===== src/rtl/irq_recog_pkg.sv =====
package irq_recog_pkg;
   localparam int          NUM_LEVELS      = 7;
   localparam logic [2:0]  LEVEL_NMI       = 3'h7;
   localparam logic [2:0]  MASK_NONE       = 3'h0;
   localparam logic [2:0]  MASK_RESET      = 3'h7;
   localparam logic [2:0]  FC_CPU_SPACE    = 3'h7;
   localparam logic [23:0] ACK_ADDR_BASE   = 24'hfffff1;
   localparam int          ACK_LEVEL_LSB   = 1;
   localparam int          AUTOVEC_COUNT   = 7;
   localparam int          USER_VEC_COUNT  = 200;
   localparam logic [7:0]  AUTOVEC_BASE    = 8'h18;
   localparam logic [7:0]  SPURIOUS_VEC    = 8'h18;
   localparam logic [7:0]  USER_VEC_FIRST  = 8'h40;
   localparam int          SYNC_STAGES     = 3;
   localparam int          VALID_PERIODS   = 2;
   localparam int          ACK_TIMEOUT_CYC = 64;

   typedef enum logic [3:0] {
      ST_IDLE = 4'h1,
      ST_ACK  = 4'h2,
      ST_DONE = 4'h4,
      ST_SPUR = 4'h8
   } ack_state_t;
endpackage : irq_recog_pkg


===== src/rtl/interrupt_request_recognition.sv =====
`timescale 1ns/1ps
module interrupt_request_recognition
   import irq_recog_pkg::*;
#(
   parameter int TIMEOUT_CYC = ACK_TIMEOUT_CYC
)(
   input  wire logic        clk_in,
   input  wire logic        arst_n_in,
   input  wire logic [7:1]  request_lines_n_in,
   input  wire logic [7:1]  internal_req_in,
   input  wire logic        boundary_in,
   input  wire logic        exc_done_in,
   input  wire logic        mask_wr_in,
   input  wire logic [2:0]  mask_wr_data_in,
   input  wire logic        size_ack_strobes_in,
   input  wire logic        autovector_request_in,
   input  wire logic [7:0]  vector_data_in,
   output logic [2:0]       priority_mask_field_out,
   output logic             ack_active_out,
   output logic [2:0]       function_code_lines_out,
   output logic [23:0]      ack_addr_out,
   output logic             vector_valid_out,
   output logic [7:0]       vector_out,
   output logic             spurious_out,
   output logic [7:1]       pending_out
);
   logic [7:1]  line_asserted;
   logic        fall_phase_q;
   logic        fall_phase_d;
   logic [2:0]  mask_q;
   logic [2:0]  mask_d;
   logic        nmi_prev_q;
   logic        nmi_prev_d;
   logic        nmi_pend_q;
   logic        nmi_pend_d;
   logic [2:0]  mask_prev_q;
   logic [2:0]  mask_prev_d;
   ack_state_t  state_q;
   ack_state_t  state_d;
   logic        ack_q;
   logic        ack_d;
   logic [2:0]  ack_level_q;
   logic [2:0]  ack_level_d;
   logic [7:0]  tmo_q;
   logic [7:0]  tmo_d;
   logic [2:0]  fc_q;
   logic [2:0]  fc_d;
   logic [23:0] addr_q;
   logic [23:0] addr_d;
   logic        vvalid_q;
   logic        vvalid_d;
   logic [7:0]  vec_q;
   logic [7:0]  vec_d;
   logic        spur_q;
   logic        spur_d;
   logic [7:1]  pend_q;
   logic [7:1]  pend_d;
   logic [7:1]  eligible;
   logic [2:0]  best_level;

   // highest set level of a request vector, zero when none
   function automatic logic [2:0] top_level(input logic [7:1] req);
      logic [2:0] lvl;
      lvl = MASK_NONE;
      for (int i = 1; i <= NUM_LEVELS; i++)
      begin
         if (req[i])
         begin
            lvl = 3'(i);
         end
      end
      return lvl;
   endfunction : top_level

   // an acknowledge may start only from idle at a boundary or when exception processing is done
   function automatic logic take_point(input ack_state_t st,
                                       input logic       bnd,
                                       input logic       exc);
      return st == ST_IDLE && (bnd || exc);
   endfunction : take_point

   // samples taken every other cycle stand in for the falling edges
   always_comb
   begin
      fall_phase_d = ~fall_phase_q;
   end

   // internal sources merge after the pin path, so pins stay untouched
   genvar g;
   generate
      for (g = 1; g <= NUM_LEVELS; g++)
      begin : g_line
         request_qualifier #(
            .VALID_LEN       (VALID_PERIODS)
         ) u_qual (
            .clk_in          (clk_in),
            .arst_n_in       (arst_n_in),
            .sample_en_in    (fall_phase_q),
            .pin_n_in        (request_lines_n_in[g]),
            .internal_req_in (internal_req_in[g]),
            .asserted_out    (line_asserted[g])
         );
      end
   endgenerate

   always_comb
   begin
      eligible = '0;
      for (int i = 1; i < NUM_LEVELS; i++)
      begin
         eligible[i] = line_asserted[i] && (3'(i) > mask_q);
      end
      eligible[LEVEL_NMI] = nmi_pend_q && line_asserted[LEVEL_NMI];
      best_level = top_level(eligible);
   end

   always_comb
   begin
      nmi_prev_d  = line_asserted[LEVEL_NMI];
      mask_prev_d = mask_q;
      nmi_pend_d  = nmi_pend_q;
      // new assertion of seven, or mask leaving seven while held
      if ((line_asserted[LEVEL_NMI] && !nmi_prev_q) ||
          (line_asserted[LEVEL_NMI] && mask_prev_q == LEVEL_NMI &&
           mask_q != LEVEL_NMI))
      begin
         nmi_pend_d = 1'b1;
      end
      else if (take_point(state_q, boundary_in, exc_done_in) &&
               best_level == LEVEL_NMI)
      begin
         nmi_pend_d = 1'b0;
      end
      // a released line forgets its edge; a new one needs a fresh fall
      else if (!line_asserted[LEVEL_NMI])
      begin
         nmi_pend_d = 1'b0;
      end
   end

   always_comb
   begin
      state_d     = state_q;
      ack_level_d = ack_level_q;
      tmo_d       = tmo_q;
      mask_d      = mask_q;
      fc_d        = fc_q;
      addr_d      = addr_q;
      vvalid_d    = 1'b0;
      vec_d       = vec_q;
      spur_d      = 1'b0;
      pend_d      = eligible;
      if (mask_wr_in && state_q == ST_IDLE)
      begin
         mask_d = mask_wr_data_in;
      end
      case (state_q)
         ST_IDLE:
         begin
            if (take_point(state_q, boundary_in, exc_done_in) &&
                best_level != MASK_NONE)
            begin
               ack_level_d = best_level;
               mask_d      = best_level;
               fc_d        = FC_CPU_SPACE;
               addr_d      = ACK_ADDR_BASE;
               addr_d[ACK_LEVEL_LSB +: 3] = best_level;
               tmo_d       = '0;
               state_d     = ST_ACK;
            end
         end
         ST_ACK:
         begin
            tmo_d = tmo_q + 8'h01;
            if (size_ack_strobes_in)
            begin
               vec_d   = vector_data_in;
               state_d = ST_DONE;
            end
            else if (autovector_request_in)
            begin
               vec_d   = AUTOVEC_BASE + {5'h00, ack_level_q};
               state_d = ST_DONE;
            end
            else if (tmo_q == 8'(TIMEOUT_CYC - 1))
            begin
               vec_d   = SPURIOUS_VEC;
               state_d = ST_SPUR;
            end
         end
         ST_DONE:
         begin
            vvalid_d = 1'b1;
            fc_d     = '0;
            addr_d   = '0;
            state_d  = ST_IDLE;
         end
         ST_SPUR:
         begin
            vvalid_d = 1'b1;
            spur_d   = 1'b1;
            fc_d     = '0;
            addr_d   = '0;
            state_d  = ST_IDLE;
         end
         default:
         begin
            state_d = ST_IDLE;
         end
      endcase
      // registered copy keeps the strobe free of decode glitches
      ack_d = (state_d == ST_ACK);
   end

   // sample divider runs free; reset starts it in the non-sampling phase
   always_ff @(posedge clk_in or negedge arst_n_in)
   begin
      if (!arst_n_in)
      begin
         fall_phase_q <= 1'b0;
      end
      else
      begin
         fall_phase_q <= fall_phase_d;
      end
   end

   // level seven memory: line, previous mask and the pending flag
   always_ff @(posedge clk_in or negedge arst_n_in)
   begin
      if (!arst_n_in)
      begin
         mask_prev_q  <= MASK_RESET;
         nmi_prev_q   <= 1'b0;
         nmi_pend_q   <= 1'b0;
      end
      else
      begin
         mask_prev_q  <= mask_prev_d;
         nmi_prev_q   <= nmi_prev_d;
         nmi_pend_q   <= nmi_pend_d;
      end
   end

   // acknowledge sequencer, mask and the output registers
   always_ff @(posedge clk_in or negedge arst_n_in)
   begin
      if (!arst_n_in)
      begin
         mask_q       <= MASK_RESET;
         state_q      <= ST_IDLE;
         ack_q        <= 1'b0;
         ack_level_q  <= '0;
         tmo_q        <= '0;
         fc_q         <= '0;
         addr_q       <= '0;
         vvalid_q     <= 1'b0;
         vec_q        <= '0;
         spur_q       <= 1'b0;
         pend_q       <= '0;
      end
      else
      begin
         mask_q       <= mask_d;
         state_q      <= state_d;
         ack_q        <= ack_d;
         ack_level_q  <= ack_level_d;
         tmo_q        <= tmo_d;
         fc_q         <= fc_d;
         addr_q       <= addr_d;
         vvalid_q     <= vvalid_d;
         vec_q        <= vec_d;
         spur_q       <= spur_d;
         pend_q       <= pend_d;
      end
   end

   assign priority_mask_field_out = mask_q;
   assign ack_active_out          = ack_q;
   assign function_code_lines_out = fc_q;
   assign ack_addr_out            = addr_q;
   assign vector_valid_out        = vvalid_q;
   assign vector_out              = vec_q;
   assign spurious_out            = spur_q;
   assign pending_out             = pend_q;
endmodule : interrupt_request_recognition


===== src/rtl/request_qualifier.sv =====
`timescale 1ns/1ps
// one request line: pin synchronised, then merged with the internal source and qualified
module request_qualifier
   import irq_recog_pkg::*;
#(
   parameter int VALID_LEN = VALID_PERIODS
)(
   input  wire logic clk_in,
   input  wire logic arst_n_in,
   input  wire logic sample_en_in,
   input  wire logic pin_n_in,
   input  wire logic internal_req_in,
   output logic      asserted_out
);
   logic [SYNC_STAGES-1:0] sync_q;
   logic [SYNC_STAGES-1:0] sync_d;
   logic [VALID_LEN-1:0]   hist_q;
   logic [VALID_LEN-1:0]   hist_d;
   logic                   pin_low;

   // pin low counts once the last two stages agree
   assign pin_low = ~sync_q[1] & ~sync_q[2];

   always_comb
   begin
      sync_d = {sync_q[SYNC_STAGES-2:0], pin_n_in};
      hist_d = hist_q;
      if (sample_en_in)
      begin
         hist_d = {hist_q[VALID_LEN-2:0], pin_low | internal_req_in};
      end
   end

   always_ff @(posedge clk_in or negedge arst_n_in)
   begin
      if (!arst_n_in)
      begin
         sync_q <= '1;
         hist_q <= '0;
      end
      else
      begin
         sync_q <= sync_d;
         hist_q <= hist_d;
      end
   end

   assign asserted_out = &hist_q;
endmodule : request_qualifier


===== config.mk =====
export PLATFORM = sky130hd
export DESIGN_NAME = interrupt_request_recognition
export DESIGN_NICKNAME = d
export VERILOG_FILES = /design/src/rtl/irq_recog_pkg.sv /design/src/rtl/interrupt_request_recognition.sv /design/src/rtl/request_qualifier.sv
export SDC_FILE = /design/constraint.sdc
export NUM_CORES = 1
export LEC_CHECK = 0
export ABC_AREA = 1
export BUFFER_PORTS_ARGS = -buffer_cell sky130_fd_sc_hd__buf_4
export CAP_MARGIN = 20
export CORE_MARGIN = 2
export CORE_UTILIZATION = 45
export DETAILED_ROUTE_END_ITERATION = 6
export PLACE_DENSITY = 0.68
export RECOVER_POWER = 25
export REMOVE_ABC_BUFFERS = 1
export SYNTH_ARGS = -nofsm -noshare
export SYNTH_HDL_FRONTEND = slang
export SYNTH_SLANG_ARGS = --single-unit

===== constraint.sdc =====
create_clock -name clk_in -period 2 [get_ports clk_in]
set_input_delay 0.1 -clock clk_in [delete_from_list [all_inputs] [get_ports clk_in]]
set_output_delay 0.1 -clock clk_in [all_outputs]
set_load 0.01 [all_outputs]

After elaboration in Yosys (flattened, before gate mapping)
Index checks and enable logic that the tools add are counted.
Storage, ports and cells
  output and inout port bits: 48
  bits of input ports: 32
  word-level logic and storage cells: 139
  register bits: 104
Operators by class
  reduce and logical (&&, ||, !) cells: 33
  add/sub/neg operators: 2
  magnitude comparators: 6
  muxes and demuxes: 29
  bitwise logic cells: 29
  eq/ne operators: 11
Operators by type and width (count)
  24-bit one-hot mux with 2 select lines: 1
  8-bit 2-to-1 mux: 4
  3-bit 2-to-1 mux: 10
  24-bit 2-to-1 mux: 1
  2-bit AND reduction: 11
  4-bit 2-to-1 mux: 4
  8-bit one-hot mux with 2 select lines: 1
  1-bit inverter: 15
  1-bit logical AND: 14
  3-bit greater-than comparator (first input constant): 3
  8-bit by 1-bit adder with 8-bit output (second input constant): 1
  4-bit by 2-bit equality test with 1-bit output (second input constant): 2
  8-bit by 6-bit equality test with 1-bit output (second input constant): 1
  4-bit one-hot mux with 2 select lines: 1
  1-bit AND: 7
  1-bit bitwise OR: 7
  5-bit by 3-bit adder with 6-bit output (first input constant): 1
  3-bit equality test (second input constant): 2
  2-bit by 3-bit greater-than comparator with 1-bit output (first input constant): 2
  1-bit 2-to-1 mux: 6
  3-bit one-hot mux with 2 select lines: 1
  3-bit nonzero test: 2
  4-bit by 1-bit equality test with 1-bit output (second input constant): 1
  4-bit by 3-bit equality test with 1-bit output (second input constant): 1
  9 further kinds: 11

Longest topological paths before layout
  word-level depth: 14
  mapped depth: 12
  gate-level depth less buffers: 12

Modules after synthesis
Synthesis repeated with hierarchy kept, for this count alone.
Second synthesis, totals
  cell total of the unflattened synthesis: 368
  area total of the unflattened synthesis: 3439.5 sq um
Modules (own cells, without submodules)
  interrupt_request_recognition: instances 1, seq. area each 1159.9 sq um, area an instance 2239.6 sq um, cells each 256
  request_qualifier: instances 7, seq. area each 128.9 sq um, area an instance 171.4 sq um, cells each 16

Least setup slack after synthesis
Ideal clock, no wire load.
  path kind: register to register
  from: reg mask_q[1], in the netlist priority_mask_field_out[1]
  to: reg ack_q, in the netlist ack_active_out
  setup slack: 0.468 ns
  data required time: 1.871 ns
  arrival: 1.402 ns
  stages on the path, launching flop included: 11
  setup time: 0.129 ns
  clock period less this slack: 1.532 ns
  buffers on the path: 1
  cells stage by stage: dfstp_2 > nand2_2 > nand3_2 > inv_2 > nor2_4 > nand2_2 > nor2_2 > nand3_2 > nand2_4 > buf_8 > o21ai_0
On the way
  elaborated cells on any way between the ends: 24
  classes of those cells: order compare: 6; eq/ne: 1; mux: 9; reduce/logical: 8
RTL lines
  start, declared: RTL line interrupt_request_recognition.sv:30  | logic [2:0] mask_q;
  start signal, assigned: RTL line interrupt_request_recognition.sv:264  | mask_q <= mask_d;
  3-bit greater-than comparator: RTL line interrupt_request_recognition.sv:111  | eligible[i] = line_asserted[i] && (3'(i) > mask_q);
  1-bit logical AND: RTL line interrupt_request_recognition.sv:111
  named net eligible, one bit: RTL line interrupt_request_recognition.sv:58  | logic [7:1] eligible;
  3-bit 2-to-1 mux (2 in series): RTL line interrupt_request_recognition.sv:67  | if (req[i])
  3-bit nonzero test: RTL line interrupt_request_recognition.sv:161  | best_level != MASK_NONE)
  1-bit logical AND: RTL line interrupt_request_recognition.sv:160  | if (take_point(state_q, boundary_in, exc_done_in) &&
  4-bit 2-to-1 mux: RTL line interrupt_request_recognition.sv:160
  4-bit one-hot mux with 2 select lines: RTL line interrupt_request_recognition.sv:157  | case (state_q)
  4-bit by 2-bit equality test with 1-bit output: RTL line interrupt_request_recognition.sv:212  | ack_d = (state_d == ST_ACK);
  named net ack_d: RTL line interrupt_request_recognition.sv:41  | logic ack_d;
  end signal, assigned: RTL line interrupt_request_recognition.sv:266  | ack_q <= ack_d;
  end, declared: RTL line interrupt_request_recognition.sv:40  | logic ack_q;
The timed path passes the listed nets, and every way through them passes these cells.
A chain may end at the register's enable or synchronous reset.

Worst setup path after layout
  from: reg mask_q[2], in the netlist priority_mask_field_out[2]
  to: reg addr_q[2], in the netlist ack_addr_out[2]
On the way
  word-level cells in the longest chain between the ends: 13
  elaborated cells on any way between the ends: 25
  classes of those cells: order compare: 6; eq/ne: 1; mux: 9; reduce/logical: 9
Ends and longest elaborated chain
  1-bit by 3-bit greater-than comparator with 1-bit output: RTL line interrupt_request_recognition.sv:111
  1-bit logical AND: RTL line interrupt_request_recognition.sv:111
  1-bit 2-to-1 mux: RTL line interrupt_request_recognition.sv:67
  3-bit 2-to-1 mux (4 in series): RTL line interrupt_request_recognition.sv:67
  3-bit 2-to-1 mux * (2 in series): RTL line interrupt_request_recognition.sv:67
  3-bit nonzero test: RTL line interrupt_request_recognition.sv:161
  1-bit logical AND: RTL line interrupt_request_recognition.sv:160
  2-bit by 1-bit inequality test with 1-bit output (no line)
  2-bit AND reduction (no line)
  end signal, assigned: RTL line interrupt_request_recognition.sv:270  | addr_q <= addr_d;
  end, declared: RTL line interrupt_request_recognition.sv:48  | logic [23:0] addr_q;
Every way passes the cells marked *; elsewhere a longest branch is shown, timed or not. The select of a mux whose other input is x is not followed.

==> key figures <==
Status
  • Status: completed

Worst setup path
  • Setup crit start kind: flip-flop
  • Crit-path most repeated cell: nand2_1
  • Worst EP arrival: 2.03 ns
  • Max FO, Critical Path: 7
  • Worst path max stage delay: 0.61 ns
  • Max stage delay cell, worst path: dfstp_2
  • Critical path capture point type: flip-flop
  • Setup CP Type: flip-flop to flip-flop
  • Worst-path cell chain: inv_1, nand4_1, nand2_1, nand2_1, nand2_1, nand2_1, nand2_1, nand2_1, nand2_1, nand2_1, nand2_1
  • Required time of the critical path: 2.23 ns

Synth
  • Yosys top cell by area: dfrtp_1
  • Yosys warns: 0
  • Synthesized cell area: 0.00330 mm2
  • Synthesized instance count: 332
  • Seq/Total Area, Yosys: 0.624
  • Post-Synth Simple-Gate Area: 0.205
  • Top cells by area, synth: dfrtp_1 (40%), dfstp_2 (22%), nand2_1 (9.5%)
  • Syn_area_per_cell: 9.95 um2
  • Synth Area in Adders: 0.00379
  • Largest family of logic cells by synthesized area: simple AND/OR/NAND/NOR gates
  • Count of different cell masters after synthesis: 29
  • Post-synthesis register bit count: 81
  • Post-synth top area share: 0.402
  • Post-synthesis mux area share: 0
  • Synth Area in Compound Gates: 0.0625
  • Synth Area in XOR/XNOR: 0.00531

GRT
  • Vias in the first global route: 2293
  • Total grt overflow: 0
  • Initial antenna violation count: 0
  • Largest net degree at the start of global routing: 43
  • First-pass GRT wire length: 10.2 mm
  • Total GRT Usage: 0.166

Clock network
  • Maximum buffer depth of the clock tree: 2
  • Worst-path clk slew: 0.08 ns
  • Inserted Clock Buffers: 9
  • Root Driver: clkbuf_8
  • Latest clock arrival within the worst-skew pair: 0.34 ns
  • Clock sink count: 81
  • H-Tree Depth: 3
  • CTS tree: done

Routing
  • Vias per inst: 4.71
  • Iteration-0 DRC Markers: 133
  • Drc violations: 0
  • Via count: 2407
  • Antenna viol nets, final: 0
  • Wire per inst: 11.7 um
  • Drt first pass iters: 4
  • Routed WL: 5.99 mm

Floorplan
  • Die height: 89.7 um
  • Std-Cell Rows: 31
  • Die Width: 89.7 um
  • Initial Util: 0.460
  • Core Area: 0.00718 mm2
  • Die area: 0.00804 mm2
  • IO Pins: 80

Place
  • IO Port Bufs: 79
  • Dpl hpwl: 4.39 mm
  • GPL Wtd Cong: 0.812
  • DP Worst Slack: 0.222 ns
  • Post-DP Area: 0.00383 mm2

Layout
  • Post-route cell area: 0.00417 mm2
  • Share of cells above drive strength 1: 0.328
  • # diodes: 0
  • Nets: 440
  • Commonest non-fill, non-tap cell in the layout: nand2_1
  • Commonest cells after routing, fill and taps aside: nand2_1 (84), buf_4 (71), dfrtp_1 (53), inv_1 (30), o21ai_0 (29)
  • Fill count: 630
  • Synthesis-to-finish area growth: 26.2%

Timing
  • FMAX: 557 MHz
  • Fin crit period: 1.80 ns
  • Final hold violations: 0
  • Worst slew margin: 0.347
  • Final setup vio count: 0
  • WHS: 0.0149 ns
  • RSZ-0062 raised after global routing: false
  • Setup TNS: 0 ns
  • Part of the cycle the worst path needs: 0.898
  • Final Skew: 0.0137 ns
  • Slew @ Worst Pin: 0.979 ns
  • Final Slew Violations: 0
  • Fin worst setup slack: 0.204 ns

Run
  • MaxCap Viol Count: 0

Min path
  • Min-delay worst type: input pin to flip-flop

Power and ir drop
  • Power Dens Cells: 1290 mW/mm2
  • Static leakage: 2.11 nW
  • VDD IR max: 0.508 mV
  • Pwr Total: 0.00536 W
## cell usage after synthesis
cell type and instances:
nand4_2 1, nor2_2 1, xor2_1 2, nor4_1 1
a31oi_1 3, nor2_1 27, nand3_1 17, clkbuf_1 3
nand2_4 1, or2_2 2, nor3_4 1, o21ai_2 1
ha_1 1, inv_2 3, nand2_1 84, buf_2 1
a22o_1 1, dfrtp_1 53, nand4_1 3, buf_8 1
dfstp_2 28, nor2_4 1, a21oi_1 5, buf_1 1
nand3_2 6, nand2_2 3, buf_4 23, o21ai_0 29
inv_1 29
## kinds of logic after synthesis
family / count (synthesis)
flip-flops: 81
XOR/XNOR: 2
adder cells (fa/ha/maj): 1
AND/OR/NAND/NOR: 148
AO/OA/AOI/OAI: 39
buffers and inverters: 61
## per-stage QoR
stage               cells   util
floorplan             303      -
global placement      482  0.534
detailed placement    482  0.534
CTS                   511  0.581
global route          511  0.581
finish                511  0.581
## registers in the layout, summed over array words and instances, names as in the netlist
| name | cells |
|---|---|
| priority_mask_field_out | 3 |
| ack_active_out | 1 |
| spurious_out | 1 |
| tmo_q | 8 |
| state_q | 4 |
| vector_out | 8 |
| g_line.u_qual.sync_q | 21 |
| vector_valid_out | 1 |
| fall_phase_q | 1 |
| ack_level_q | 3 |
| mask_prev_q | 3 |
| nmi_prev_q | 1 |
| nmi_pend_q | 1 |
| ack_addr_out | 3 |
| pending_out | 7 |
| g_line.u_qual.hist_q | 14 |
| function_code_lines_out | 1 |
## power breakdown
| group | switching [W] | internal [W] | total [W] |
|---|---|---|---|
| Clock | 0.000562 | 0.000654 | 0.00122 |
| Combinational | 0.000983 | 0.000842 | 0.00183 |
| Sequential | 0.000272 | 0.00204 | 0.00232 |
## final cells by class
class / count / area [um2] / share of cell area
timing repair buffer: 93 / 741 / 0.178
tap: 99 / 124 / 0.0297
inverter: 32 / 120 / 0.0288
clock buffer: 12 / 156 / 0.0375
sequential: 81 / 2060 / 0.495
multi-input combinational: 190 / 912 / 0.219
clock inverter: 4 / 51.3 / 0.0123
## worst max-delay path: cells and delay by family (launching register included)
family | cells | cell delay [ns]
simple gates | 10 | 0.96
flops | 1 | 0.61
buf+inv | 1 | 0.11
## layer usage
| metal | up-vias | track usage | part of all wire |
|---|---|---|---|
| met2 | 80 | 0.267 | 0.48 |
| met1 | 1142 | 0.219 | 0.44 |
| met3 | 8 | 0.0402 | 0.060 |
| li1 | 1177 | - | - |
| met4 | 0 | 0.0624 | 0.018 |
| met5 | - | 0 | 0 |
## final timing paths
kind | start | to | slack [ns] | cells past startpoint
worst max-delay path | priority_mask_field_out[2]$_DFF_PN1_ | ack_addr_out[2]$_DFFE_PN0P_ | 0.20 | 11
worst min-delay path | internal_req_in[2] | g_line[2].u_qual.hist_q[0]$_DFFE_PN0P_ | 0.01 | 3
worst max register to register | priority_mask_field_out[2]$_DFF_PN1_ | ack_addr_out[2]$_DFFE_PN0P_ | 0.20 | 11
worst min register to register | g_line[2].u_qual.sync_q[0]$_DFF_PN1_ | g_line[2].u_qual.sync_q[1]$_DFF_PN1_ | 0.36 | 0
max in group asynchronous | arst_n_in | priority_mask_field_out[0]$_DFF_PN1_ | 0.76 | 3
min in group asynchronous | arst_n_in | fall_phase_q$_DFF_PN0_ | 0.44 | 2
## what timing repair did
item                      CTS  global route
hold buffers               13             0
gates resized for setup     0             0
buffers inserted            0             0
hold endpoints to repair   37             0
(Power assumes the default switching activity.)
